### src/shared/ecc_pkg.sv
// package for encoder compare and capture control: map, fields, reset values, counts
package ecc_pkg;

  // register byte offsets on the apb bus
  localparam logic [7:0] ECC_OFS_CMP_CTL  = 8'h00; // position_compare_control
  localparam logic [7:0] ECC_OFS_CAP_CTL  = 8'h04; // capture_control
  localparam logic [7:0] ECC_OFS_CMP_VAL  = 8'h08; // position_compare_value
  localparam logic [7:0] ECC_OFS_IRQ_STAT = 8'h0C; // sticky event flags, write one to clear
  localparam logic [7:0] ECC_OFS_IRQ_MASK = 8'h10; // interrupt enables
  localparam logic [7:0] ECC_OFS_STATE    = 8'h14; // live block state, read only

  // position_compare_control fields
  localparam int ECC_PC_SHDW_BIT = 15;
  localparam int ECC_PC_LOAD_BIT = 14;
  localparam int ECC_PC_POL_BIT  = 13;
  localparam int ECC_PC_EN_BIT   = 12;
  localparam int ECC_PC_SPW_MSB  = 11;
  localparam int ECC_PC_SPW_LSB  = 0;

  // capture_control fields
  localparam int ECC_CAP_EN_BIT   = 15;
  localparam int ECC_CAP_CAPTURE_CLOCK_PRESCALE_MSB = 6;
  localparam int ECC_CAP_CAPTURE_CLOCK_PRESCALE_LSB = 4;
  localparam int ECC_CAP_UNIT_POSITION_PRESCALE_MSB = 3;
  localparam int ECC_CAP_UNIT_POSITION_PRESCALE_LSB = 0;
  localparam logic [15:0] ECC_CAP_WMASK = 16'h807F; // bits 14..7 held at zero

  // interrupt flag positions
  localparam int ECC_IRQ_MATCH = 0; // compare match
  localparam int ECC_IRQ_SHLD  = 1; // shadow transferred to active
  localparam int ECC_IRQ_UPEV  = 2; // unit position event
  localparam int ECC_IRQ_W     = 3;

  // reset values
  localparam logic [15:0]       ECC_RST_CMP_CTL = 16'h0000;
  localparam logic [15:0]       ECC_RST_CAP_CTL = 16'h0000;
  localparam logic [31:0]       ECC_RST_CMP_VAL = 32'h0000_0000;
  localparam logic [ECC_IRQ_W-1:0] ECC_RST_IRQ  = 3'h0;

  // counts
  localparam int ECC_SPW_QUANTUM  = 4;    // system clocks per width step
  localparam int ECC_STRETCH_W    = 14;   // holds 4096*4-1
  localparam int ECC_CAPTURE_CLOCK_PRESCALE_DIV_W   = 7;    // up to divide by 128
  localparam int ECC_UNIT_POSITION_PRESCALE_DIV_W   = 11;   // up to divide by 2048
  localparam logic [3:0] ECC_UNIT_POSITION_PRESCALE_MAX = 4'hB; // codes above are reserved

  // apb answer state
  typedef enum logic [0:0] {ECC_APB_IDLE = 1'b0, ECC_APB_ACK = 1'b1} ecc_apb_st_t;

endpackage

### src/rtl/ecc_top.sv
// encoder position compare unit and capture prescalers behind an apb slave
//
// Notes on behaviour
// - shadow off writes compare directly, else shadow
// - load mode picks counter zero or compare match
// - polarity bit one makes sync pulse active low
// - compare enable low stops matches and pulses
// - pulse lasts (width field plus one) times four
// - capture enable bit fifteen gates capture unit
// - capture clock is system clock over two-power
// - unit event divides quadrature clock, 11xx reserved
// - compare equal to counter raises sync and flag
module ecc_top
  import ecc_pkg::*;
(
  input  wire logic        pclk,
  input  wire logic        presetn,
  input  wire logic        psel,
  input  wire logic        penable,
  input  wire logic        pwrite,
  input  wire logic [7:0]  paddr,
  input  wire logic [31:0] pwdata,
  output logic      [31:0] prdata,
  output logic             pready,
  output logic             pslverr,
  input  wire logic [31:0] position_counter,
  input  wire logic        quadrature_clock,
  output logic             sync_out,
  output logic             compare_match,
  output logic             capture_timer_clock,
  output logic             unit_position_event,
  output logic             irq
);

  // control registers
  logic [15:0]          cmp_ctl_q;
  logic [15:0]          cap_ctl_q;
  logic [31:0]          cmp_act_q;
  logic [31:0]          cmp_shd_q;
  logic                 shd_pend_q;
  logic [ECC_IRQ_W-1:0] irq_stat_q;
  logic [ECC_IRQ_W-1:0] irq_mask_q;
  ecc_apb_st_t          apb_st_q;
  logic [31:0]          prdata_q;
  logic                 pslverr_q;

  // datapath registers
  logic                     eq_q;
  logic                     zero_q;
  logic                     stretch_on_q;
  logic [ECC_STRETCH_W-1:0] stretch_cnt_q;
  logic                     sync_q;
  logic                     match_q;
  logic [ECC_CAPTURE_CLOCK_PRESCALE_DIV_W-1:0] capture_clock_prescale_cnt_q;
  logic                     cap_tick_q;
  logic [ECC_UNIT_POSITION_PRESCALE_DIV_W-1:0] unit_position_prescale_cnt_q;
  logic                     upev_q;
  logic                     irq_q;

  // field views
  wire logic        shdw_en   = cmp_ctl_q[ECC_PC_SHDW_BIT];
  wire logic        load_mode = cmp_ctl_q[ECC_PC_LOAD_BIT];
  wire logic        sync_pol  = cmp_ctl_q[ECC_PC_POL_BIT];
  wire logic        cmp_en    = cmp_ctl_q[ECC_PC_EN_BIT];
  wire logic [11:0] spw       = cmp_ctl_q[ECC_PC_SPW_MSB:ECC_PC_SPW_LSB];
  wire logic        cap_en    = cap_ctl_q[ECC_CAP_EN_BIT];
  wire logic [2:0]  capture_clock_prescale      = cap_ctl_q[ECC_CAP_CAPTURE_CLOCK_PRESCALE_MSB:ECC_CAP_CAPTURE_CLOCK_PRESCALE_LSB];
  wire logic [3:0]  unit_position_prescale      = cap_ctl_q[ECC_CAP_UNIT_POSITION_PRESCALE_MSB:ECC_CAP_UNIT_POSITION_PRESCALE_LSB];

  // apb decode
  wire logic setup_ph = psel && !penable;
  wire logic wr_acc   = psel && penable && pwrite && (apb_st_q == ECC_APB_ACK);
  wire logic sel_pctl = (paddr == ECC_OFS_CMP_CTL);
  wire logic sel_cctl = (paddr == ECC_OFS_CAP_CTL);
  wire logic sel_cval = (paddr == ECC_OFS_CMP_VAL);
  wire logic sel_stat = (paddr == ECC_OFS_IRQ_STAT);
  wire logic sel_mask = (paddr == ECC_OFS_IRQ_MASK);
  wire logic sel_st   = (paddr == ECC_OFS_STATE);
  wire logic mapped   = sel_pctl | sel_cctl | sel_cval | sel_stat | sel_mask | sel_st;
  wire logic wr_ok    = wr_acc && mapped && !pslverr_q;

  // read mux, sampled in the setup cycle
  wire logic [31:0] rd_mux =
      sel_pctl ? {16'h0000, cmp_ctl_q} :
      sel_cctl ? {16'h0000, cap_ctl_q} :
      sel_cval ? cmp_act_q :
      sel_stat ? {29'h0000000, irq_stat_q} :
      sel_mask ? {29'h0000000, irq_mask_q} :
      sel_st   ? {29'h0000000, sync_q, stretch_on_q, shd_pend_q} : 32'h0000_0000;

  // apb answer: one access cycle, read data captured at the edge that ends the setup cycle
  always_ff @(posedge pclk or negedge presetn) begin
    if (!presetn) begin
      apb_st_q  <= ECC_APB_IDLE;
      prdata_q  <= 32'h0000_0000;
      pslverr_q <= 1'b0;
    end else begin
      unique case (apb_st_q)
        ECC_APB_IDLE: begin
          if (setup_ph) begin
            apb_st_q  <= ECC_APB_ACK;
            prdata_q  <= rd_mux;
            pslverr_q <= !mapped || (pwrite && sel_st);
          end
        end
        ECC_APB_ACK: begin
          apb_st_q  <= ECC_APB_IDLE;
          pslverr_q <= 1'b0;
        end
      endcase
    end
  end

  // compare match and shadow load conditions
  wire logic eq_now    = (position_counter == cmp_act_q);
  wire logic zero_now  = (position_counter == 32'h0000_0000);
  wire logic match_ev  = cmp_en && eq_now && !eq_q;
  wire logic load_pt   = load_mode ? (eq_now && !eq_q) : (zero_now && !zero_q);
  wire logic shd_load  = shdw_en && shd_pend_q && load_pt;
  wire logic wr_cval   = wr_ok && sel_cval;

  // control register writes
  always_ff @(posedge pclk or negedge presetn) begin
    if (!presetn) begin
      cmp_ctl_q <= ECC_RST_CMP_CTL;
      cap_ctl_q <= ECC_RST_CAP_CTL;
      irq_mask_q <= ECC_RST_IRQ;
    end else begin
      if (wr_ok && sel_pctl) cmp_ctl_q <= pwdata[15:0];
      if (wr_ok && sel_cctl) cap_ctl_q <= pwdata[15:0] & ECC_CAP_WMASK;
      if (wr_ok && sel_mask) irq_mask_q <= pwdata[ECC_IRQ_W-1:0];
    end
  end

  // compare value: direct or through the shadow
  always_ff @(posedge pclk or negedge presetn) begin
    if (!presetn) begin
      cmp_act_q  <= ECC_RST_CMP_VAL;
      cmp_shd_q  <= ECC_RST_CMP_VAL;
      shd_pend_q <= 1'b0;
    end else begin
      if (wr_cval && !shdw_en) cmp_act_q <= pwdata;
      else if (shd_load) cmp_act_q <= cmp_shd_q;
      if (wr_cval && shdw_en) cmp_shd_q <= pwdata;
      if (wr_cval && shdw_en) shd_pend_q <= 1'b1;
      else if (shd_load || !shdw_en) shd_pend_q <= 1'b0;
    end
  end

  // pulse stretcher next state
  wire logic [ECC_STRETCH_W-1:0] stretch_load = {spw, 2'b11};
  wire logic stretch_on_d = cmp_en && (match_ev || (stretch_on_q && stretch_cnt_q != '0));

  // stretcher, restart on every new match
  always_ff @(posedge pclk or negedge presetn) begin
    if (!presetn) begin
      eq_q          <= 1'b0;
      zero_q        <= 1'b0;
      stretch_on_q  <= 1'b0;
      stretch_cnt_q <= '0;
      sync_q        <= 1'b0;
      match_q       <= 1'b0;
    end else begin
      eq_q         <= eq_now;
      zero_q       <= zero_now;
      stretch_on_q <= stretch_on_d;
      match_q      <= match_ev;
      if (match_ev) stretch_cnt_q <= stretch_load;
      else if (stretch_on_q && stretch_cnt_q != '0) stretch_cnt_q <= stretch_cnt_q - 1'b1;
      sync_q       <= stretch_on_d ^ sync_pol;
    end
  end

  // capture clock prescaler: tick every 2^capture_clock_prescale system clocks
  wire logic [ECC_CAPTURE_CLOCK_PRESCALE_DIV_W-1:0] capture_clock_prescale_mask = ECC_CAPTURE_CLOCK_PRESCALE_DIV_W'((8'h01 << capture_clock_prescale) - 8'h01);
  wire logic cap_tick_d = cap_en && ((capture_clock_prescale_cnt_q & capture_clock_prescale_mask) == capture_clock_prescale_mask);

  // unit position prescaler on quadrature clock pulses
  wire logic [ECC_UNIT_POSITION_PRESCALE_DIV_W-1:0] unit_position_prescale_mask = ECC_UNIT_POSITION_PRESCALE_DIV_W'((12'h001 << unit_position_prescale) - 12'h001);
  wire logic unit_position_prescale_valid = (unit_position_prescale <= ECC_UNIT_POSITION_PRESCALE_MAX);
  wire logic upev_d = cap_en && unit_position_prescale_valid && quadrature_clock &&
                      ((unit_position_prescale_cnt_q & unit_position_prescale_mask) == unit_position_prescale_mask);

  // prescaler counters, held clear while capture is off
  always_ff @(posedge pclk or negedge presetn) begin
    if (!presetn) begin
      capture_clock_prescale_cnt_q <= '0;
      cap_tick_q <= 1'b0;
      unit_position_prescale_cnt_q <= '0;
      upev_q     <= 1'b0;
    end else begin
      cap_tick_q <= cap_tick_d;
      upev_q     <= upev_d;
      if (!cap_en) capture_clock_prescale_cnt_q <= '0;
      else capture_clock_prescale_cnt_q <= cap_tick_d ? '0 : capture_clock_prescale_cnt_q + 1'b1;
      if (!cap_en || !unit_position_prescale_valid) unit_position_prescale_cnt_q <= '0;
      else if (quadrature_clock) unit_position_prescale_cnt_q <= upev_d ? '0 : unit_position_prescale_cnt_q + 1'b1;
    end
  end

  // sticky flags, set wins over write-one-clear
  wire logic [ECC_IRQ_W-1:0] irq_set = {upev_d, shd_load, match_ev};
  wire logic [ECC_IRQ_W-1:0] irq_clr = (wr_ok && sel_stat) ? pwdata[ECC_IRQ_W-1:0] : '0;
  wire logic [ECC_IRQ_W-1:0] irq_stat_d = (irq_stat_q & ~irq_clr) | irq_set;

  always_ff @(posedge pclk or negedge presetn) begin
    if (!presetn) begin
      irq_stat_q <= ECC_RST_IRQ;
      irq_q      <= 1'b0;
    end else begin
      irq_stat_q <= irq_stat_d;
      irq_q      <= |(irq_stat_d & irq_mask_q);
    end
  end

  // outputs from flops
  assign prdata              = prdata_q;
  assign pready              = (apb_st_q == ECC_APB_ACK);
  assign pslverr             = pslverr_q; // only ever set while in the ack state
  assign sync_out            = sync_q;
  assign compare_match       = match_q;
  assign capture_timer_clock = cap_tick_q;
  assign unit_position_event = upev_q;
  assign irq                 = irq_q;

  // assertion helpers
  logic [ECC_STRETCH_W:0] a_len_q;
  always_ff @(posedge pclk or negedge presetn) begin
    if (!presetn) a_len_q <= '0;
    else if (match_ev) a_len_q <= '0;
    else if (stretch_on_q && a_len_q != '1) a_len_q <= a_len_q + 1'b1;
  end

  a_direct_write: assert property (@(posedge pclk) disable iff (!presetn)
    wr_cval && !shdw_en |=> cmp_act_q == $past(pwdata))
    else $error("direct compare write not applied");

  a_shadow_hold: assert property (@(posedge pclk) disable iff (!presetn)
    wr_cval && shdw_en && !shd_load |=> cmp_act_q == $past(cmp_act_q) && shd_pend_q)
    else $error("shadowed write reached active value early");

  a_shadow_load: assert property (@(posedge pclk) disable iff (!presetn)
    shdw_en && shd_pend_q && !wr_cval && !load_mode && zero_now && !zero_q
      |=> cmp_act_q == $past(cmp_shd_q) && irq_stat_q[ECC_IRQ_SHLD])
    else $error("shadow not loaded at counter zero");

  a_sync_polarity: assert property (@(posedge pclk) disable iff (!presetn)
    !stretch_on_q && !match_ev && $stable(sync_pol) |=> sync_out == $past(sync_pol))
    else $error("idle sync level wrong for polarity");

  a_disabled_quiet: assert property (@(posedge pclk) disable iff (!presetn)
    !cmp_en |=> !compare_match && !stretch_on_q)
    else $error("compare activity while disabled");

  a_pulse_width: assert property (@(posedge pclk) disable iff (!presetn)
    cmp_en && stretch_on_q && !match_ev && $fell(stretch_on_d) |->
      a_len_q == {1'b0, $past(spw, 1), 2'b11} || !$stable(spw))
    else $error("stretched pulse width wrong");

  a_width_min: assert property (@(posedge pclk) disable iff (!presetn)
    match_ev ##1 cmp_en[*3] |=>
      $past(stretch_on_q, 3) && $past(stretch_on_q, 2) && $past(stretch_on_q) && stretch_on_q)
    else $error("sync pulse shorter than four cycles");

  a_capture_off: assert property (@(posedge pclk) disable iff (!presetn)
    !cap_en |=> !capture_timer_clock && !unit_position_event)
    else $error("capture outputs while capture disabled");

  a_div_one: assert property (@(posedge pclk) disable iff (!presetn)
    cap_en && capture_clock_prescale == 3'h0 |=> capture_timer_clock)
    else $error("divide by one does not tick every clock");

  a_unit_position_prescale_reserved: assert property (@(posedge pclk) disable iff (!presetn)
    unit_position_prescale > ECC_UNIT_POSITION_PRESCALE_MAX |=> !unit_position_event)
    else $error("event from reserved prescale code");

  a_match_flag: assert property (@(posedge pclk) disable iff (!presetn)
    match_ev |=> compare_match && irq_stat_q[ECC_IRQ_MATCH])
    else $error("match did not raise output and flag");

  a_reserved_zero: assert property (@(posedge pclk) disable iff (!presetn)
    cap_ctl_q[14:7] == 8'h00)
    else $error("reserved capture bits nonzero");

endmodule

### config.mk
export PLATFORM = sky130hd
export DESIGN_NAME = ecc_top
export DESIGN_NICKNAME = d
export VERILOG_FILES = /design/src/shared/ecc_pkg.sv /design/src/rtl/ecc_top.sv
export SDC_FILE = /design/constraint.sdc
export NUM_CORES = 1
export LEC_CHECK = 0
export BUFFER_PORTS_ARGS = -buffer_cell sky130_fd_sc_hd__buf_4
export CORE_ASPECT_RATIO = 0.8
export CORE_MARGIN = 1.5
export CORE_UTILIZATION = 40
export DETAILED_ROUTE_END_ITERATION = 12
export PLACE_DENSITY = 0.63
export SETUP_SLACK_MARGIN = 0.02
export SKIP_CTS_REPAIR_TIMING = 1
export SYNTH_ARGS = -nofsm -noshare
export SYNTH_HDL_FRONTEND = slang
export SYNTH_SLANG_ARGS = --single-unit
### constraint.sdc
create_clock -name pclk -period 2.9 [get_ports pclk]
set_input_delay 0.29 -clock pclk [delete_from_list [all_inputs] [get_ports pclk]]
set_output_delay 0.29 -clock pclk [all_outputs]
set_load 0.005 [all_outputs]
; Word-level counts from Yosys, hierarchy flattened
; Cells that the tools add are included.
[word_totals]
output_inout_bits = 39
ram_bits = 0
regBits = 169
memories = 0
mem_bits_ro = 0
inputBits = 78
elab_cells = 121
latch_bits = 0
[classes]
n_reduce_logical = 47
bitwise_logic = 13
n_mux = 23
n_shift = 2
order_cmp = 1
n_mul = 0
n_eq_ne = 9
n_addsub = 5
div_mod_pow = 0
[op_table]
columns = operator, n
row1 = two-way mux 32 bit, 5
row2 = two-way mux 11 bit, 3
row3 = == test 32 bit, 1
row4 = logical NOT 32 bit, 1
row5 = two-way mux 14 bit, 2
row6 = logical AND 1 bit, 26
row7 = == test 8 x 4 -> 1 bit (second input constant), 2
row8 = == test 8 x 5 -> 1 bit (second input constant), 2
row9 = two-way mux 7 bit, 2
row10 = nonzero test 14 bit, 1
row11 = subtractor 14 x 1 -> 14 bit (second input constant), 1
row12 = two-way mux 3 bit, 4
row13 = adder 11 x 1 -> 11 bit (second input constant), 1
row14 = AND 11 bit, 1
row15 = == test 11 bit, 1
row16 = << shifter 1 x 4 -> 11 bit (first input constant), 1
row17 = subtractor 11 x 1 -> 11 bit (second input constant), 1
row18 = == test 8 x 3 -> 1 bit (second input constant), 1
row19 = logical NOT 1 bit, 8
row20 = logical NOT 8 bit, 1
row21 = nonzero test 2 bit, 4
row22 = adder 7 x 1 -> 7 bit (second input constant), 1
row23 = AND 7 bit, 1
row24 = == test 7 bit, 1
row25 = other kinds (15), 28

; Logic depth before layout (Yosys ltp)
[depth]
ltp_word = 15
mapped_depth = 11

; Least setup slack after synthesis
; No wires, ideal clock.
[synth_timing]
kind = register -> register
startpoint = register cap_ctl_q[3]
endpoint = register unit_position_prescale_cnt_q[6]
path_stages_with_launch = 12
path_buffers = 2
slack_ns = 0.272
t_required_ns = 2.784
arrival_ns = 2.512
path_cell_list = dfrtp_1 -> clkbuf_1 -> nor3_1 -> nand2_1 -> ha_1 -> or4b_2 -> o21ai_0 -> a222oi_1 -> nand4b_1 -> clkbuf_1 -> nand4_1 -> o311ai_0
[synth_between]
elab_chain_len = 8
word_cells_on_any_way = 14
cone_classes = add/sub (1) / order compare (1) / eq/ne (1) / shift (1) / mux (3) / bitwise (1) / reduce/logical (6)
[synth_rtl]
columns = element, line_no
row1 = start: declaration, ecc_top.sv:37  ; logic [15:0] cap_ctl_q;
row2 = start signal: assignment, ecc_top.sv:130  ; if (wr_ok && sel_cctl) cap_ctl_q <= pwdata[15:0] & ECC_CAP_WMASK;
row3 = << shifter 1 x 4 -> 11 bit, ecc_top.sv:179  ; wire logic [ECC_UNIT_POSITION_PRESCALE_DIV_W-1:0] unit_position_prescale_mask = ECC_UNIT_POSITION_PRESCALE_DIV ...
row4 = subtractor 11 x 1 -> 11 bit, ecc_top.sv:179
row5 = AND 11 bit, ecc_top.sv:182  ; ((unit_position_prescale_cnt_q & unit_position_prescale_mask) == unit_position_prescale_mask);
row6 = == test 11 bit, ecc_top.sv:182
row7 = logical AND 1 bit, ecc_top.sv:181  ; wire logic upev_d = cap_en && unit_position_prescale_valid && quadrature_clock &&
row8 = two-way mux 11 bit (2 in series), ecc_top.sv:197  ; else if (quadrature_clock) unit_position_prescale_cnt_q <= upev_d ? '0 : unit_position_prescale_cnt_q + 1'b1;
row9 = two-way mux 11 bit, ecc_top.sv:196  ; if (!cap_en || !unit_position_prescale_valid) unit_position_prescale_cnt_q <= '0;
row10 = end signal: assignment, ecc_top.sv:197
row11 = end: declaration, ecc_top.sv:56  ; logic [ECC_UNIT_POSITION_PRESCALE_DIV_W-1:0] unit_position_prescale_cnt_q;
; Several ways; a longest one is shown, not always the timed one. The select of a mux whose other input is x is not followed.
; A chain may end at the register's enable or synchronous reset.

; Final worst setup path
[layout_timing]
startpoint = register cap_ctl_q[1]
endpoint = register unit_position_prescale_cnt_q[6]
; The elaborated chain is that of the path after synthesis.

==> run metrics <==
status=completed; Clock Skew=12.7 ps; Hold Crit Depth=3; number of global-route vias before repair=6312; CP max FO=10; setup TNS=0 ps; die width=164 um; Pwr Density=477 nW/um^2; Req. time, crit path=3220 ps; Final Cycle Share=92.7%; # IOs=117; Clock Tree Buf Depth=2; setup violators final=0; # Max-Cap Violations=0; largest net degree at the start of global routing=73; worst reg2reg path depth=9; async set or reset register ratio after synthesis=100%; Post-Synth Adder-Cell Area=0.601%; ys flop type=dfrtp_1; Cell Rows=46; DRC errors left=0; Hold Slack=66.1 ps; main combinational cell family by area after synthesis=simple AND/OR/NAND/NOR gates; clk sink count=169; synth unique cells=54; Worst-Skew Late Latency=440 ps; GRT Overall Usage=21.7%; register bit count reported by yosys=169; fin area=10100 um^2; grt ovf=0; worst reg2reg setup slack=210 ps; critical path data arrival time=3010 ps; nets@finish=1010; endpoints failing hold=0; routed vias=6618; die area=21700 um^2; yosys warns=0; share of the synthesized area in the top cell type=50.8%; Fillers=1836; most common cell after layout, fill and taps aside=dfrtp_1; dpl cell area=9540 um^2; Die Span Y=132 um; CTS H-tree depth=4; worst slew pin tran=712 ps; fmax=372 MHz; hold path startpoint=pwdata[20]; Avg Cell Area, Syn=10.2 um^2; Final ANT Viol Nets=0; first-pass GRT wire length=35900 um; Hold Path End=cmp_act_q[20]; reg-to-reg endpoint=unit_position_prescale_cnt_q[6]; EDFF count, synth=0; CORE AREA=20100 um^2; post-synthesis sequential area ratio=50.8%; WL/cell=18.9 um; Synth Net Count=898; CP Launch Type=flop; post-synthesis simple-gate area fraction=22.4%; Post-Syn Area=8320 um^2; kind of critical path=reg2reg; synth top area cells=dfrtp_1, mux2_2, nand3_1; antenna violations before repair=0; unrepaired setup endpoints after global routing=false; area grow syn2layout=21.7%; dpl hpwl=16300 um; starting density of the core=41.4%; Peak VDD IR=0.000386 V; root buffer selected by CTS=clkbuf_16; Slew HR=52.1%; # diodes=0; worst hold-check path type=in2reg; synthesized instance count=816; xor and xnor fraction of the mapped netlist area=5.47%; Compound-Gate Fraction of Synth Area=7.98%; post-synth top area cell=dfrtp_1; DRT iter0 DRCs=654; worst r2r src=cap_ctl_q[1]; Port Buffers=116; first-pass detailed-route iteration total=5; CTS tree=built; Crit. End Element=flop; post-synthesis mux area share=9.18%; CTS buffer count=17; overall routed net length=22700 um; most frequent cells in the layout=dfrtp_1, buf_4, nand2_1; leak pwr=4.72 nW; Final Wtd Congestion=0.901; Clock transition at path regs=80 ps; layout cells sized above 1=29.4%; Via density=5.49; Power, Total=4.84 mW; max-slew violation count=0; minimum clock period=2690 ps
==> state kept, by name (all words and copies together) (netlist names), 3 cells and up <==
register                      count
cap_ctl_q                         8
prdata                           32
capture_clock_prescale_cnt_q      7
irq_stat_q                        3
stretch_cnt_q                    14
irq_mask_q                        3
cmp_ctl_q                        16
unit_position_prescale_cnt_q     11
cmp_shd_q                        32
cmp_act_q                        32
==> cell usage after synthesis, types with 4 or more instances <==
library cell and n:
xor2_1 10, a31oi_1 7, buf_1 4, nor2b_1 6, mux2i_1 10, nor4_1 16
a21oi_1 20, nand2b_1 4, a22oi_1 13, mux2_2 59, and2_1 4, xnor2_1 42
o311ai_0 4, ha_1 4, o22ai_1 5, buf_4 4, buf_6 4, nand2_1 111
dfrtp_1 169, o21ai_0 35, nor3_1 5, buf_2 6, nand3_1 90, inv_1 18
or3b_2 33, or4_1 5, and3_1 4, nor2_1 41, clkbuf_1 27, nand4_1 19
==> kinds of logic (layout without fill, tap and decap cells) <==
kind of cell | after synthesis | count (layout)
adders and majority gates | 4 | 4
buffers and inverters | 64 | 189
and+or+nand+nor | 355 | 355
AOI/OAI and AO/OA | 103 | 103
xor gates and xnor gates | 52 | 52
muxes | 69 | 69
DFF | 169 | 169
==> worst max-delay path, cell delays in order (launching register included) <==
cell,delay (ps)
dfrtp_2,470
nor2_1,210
nand2_1,100
ha_2,230
or4b_2,660
o21ai_0,100
a222oi_1,130
nand4b_1,190
nand2_2,140
o311ai_0,340
==> worst max-delay path by stage <==
| stage | startpoint | endpoint | slack (ps) | depth (start not counted) |
|---|---|---|---|---|
| 2_1_floorplan | cap_ctl_q[3] | unit_position_prescale_cnt_q[6] | 270 | 11 |
| 6_report | cap_ctl_q[1] | unit_position_prescale_cnt_q[6] | 210 | 9 |
| 4_1_cts | cap_ctl_q[1] | unit_position_prescale_cnt_q[7] | 20 | 9 |
| 3_3_place_gp | cap_ctl_q[1] | unit_position_prescale_cnt_q[9] | 200 | 9 |
| 5_1_grt | cap_ctl_q[1] | unit_position_prescale_cnt_q[4] | 20 | 10 |
| 3_5_place_dp | cap_ctl_q[1] | unit_position_prescale_cnt_q[6] | 90 | 9 |
==> routing by layer <==
metal	GRT usage (%)	vias to the layer above	share of wire [%]
met3	4.94	21	6.1
met2	29.4	198	42
met1	34.0	3263	50
li1	-	3136	-
met4	6.16	0	1.2
met5	0	-	0
==> metrics by stage <==
| stage | instances | setup slack (ps) | util (%) |
|---|---|---|---|
| 2_1_floorplan | 816 | 272 | - |
| 3_3_place_gp | 1172 | 198 | 47.5 |
| 3_5_place_dp | 1172 | 89.5 | 47.5 |
| 4_1_cts | 1204 | 18.2 | 50.3 |
| 5_1_grt | 1205 | 17.5 | 50.4 |
| 6_report | 1205 | 213 | 50.4 |
==> power by group <==
| group | internal (mW) | switching, mW |
|---|---|---|
| clock | 1.15 | 1.09 |
| sequential | 2.36 | 0.00235 |
| combinational | 0.103 | 0.136 |
==> area by class of cell <==
| type | count | area [um^2] | area share [%] |
|---|---|---|---|
| clock buffer | 17 | 425 | 4.20 |
| tap | 264 | 330 | 3.26 |
| timing repair buffer | 138 | 1100 | 10.9 |
| multi-input combinational | 583 | 3820 | 37.7 |
| sequential | 169 | 4230 | 41.7 |
| clock inverter | 15 | 150 | 1.48 |
| inverter | 19 | 71.3 | 0.704 |
Note: power is estimated with default switching activity, not from simulation.
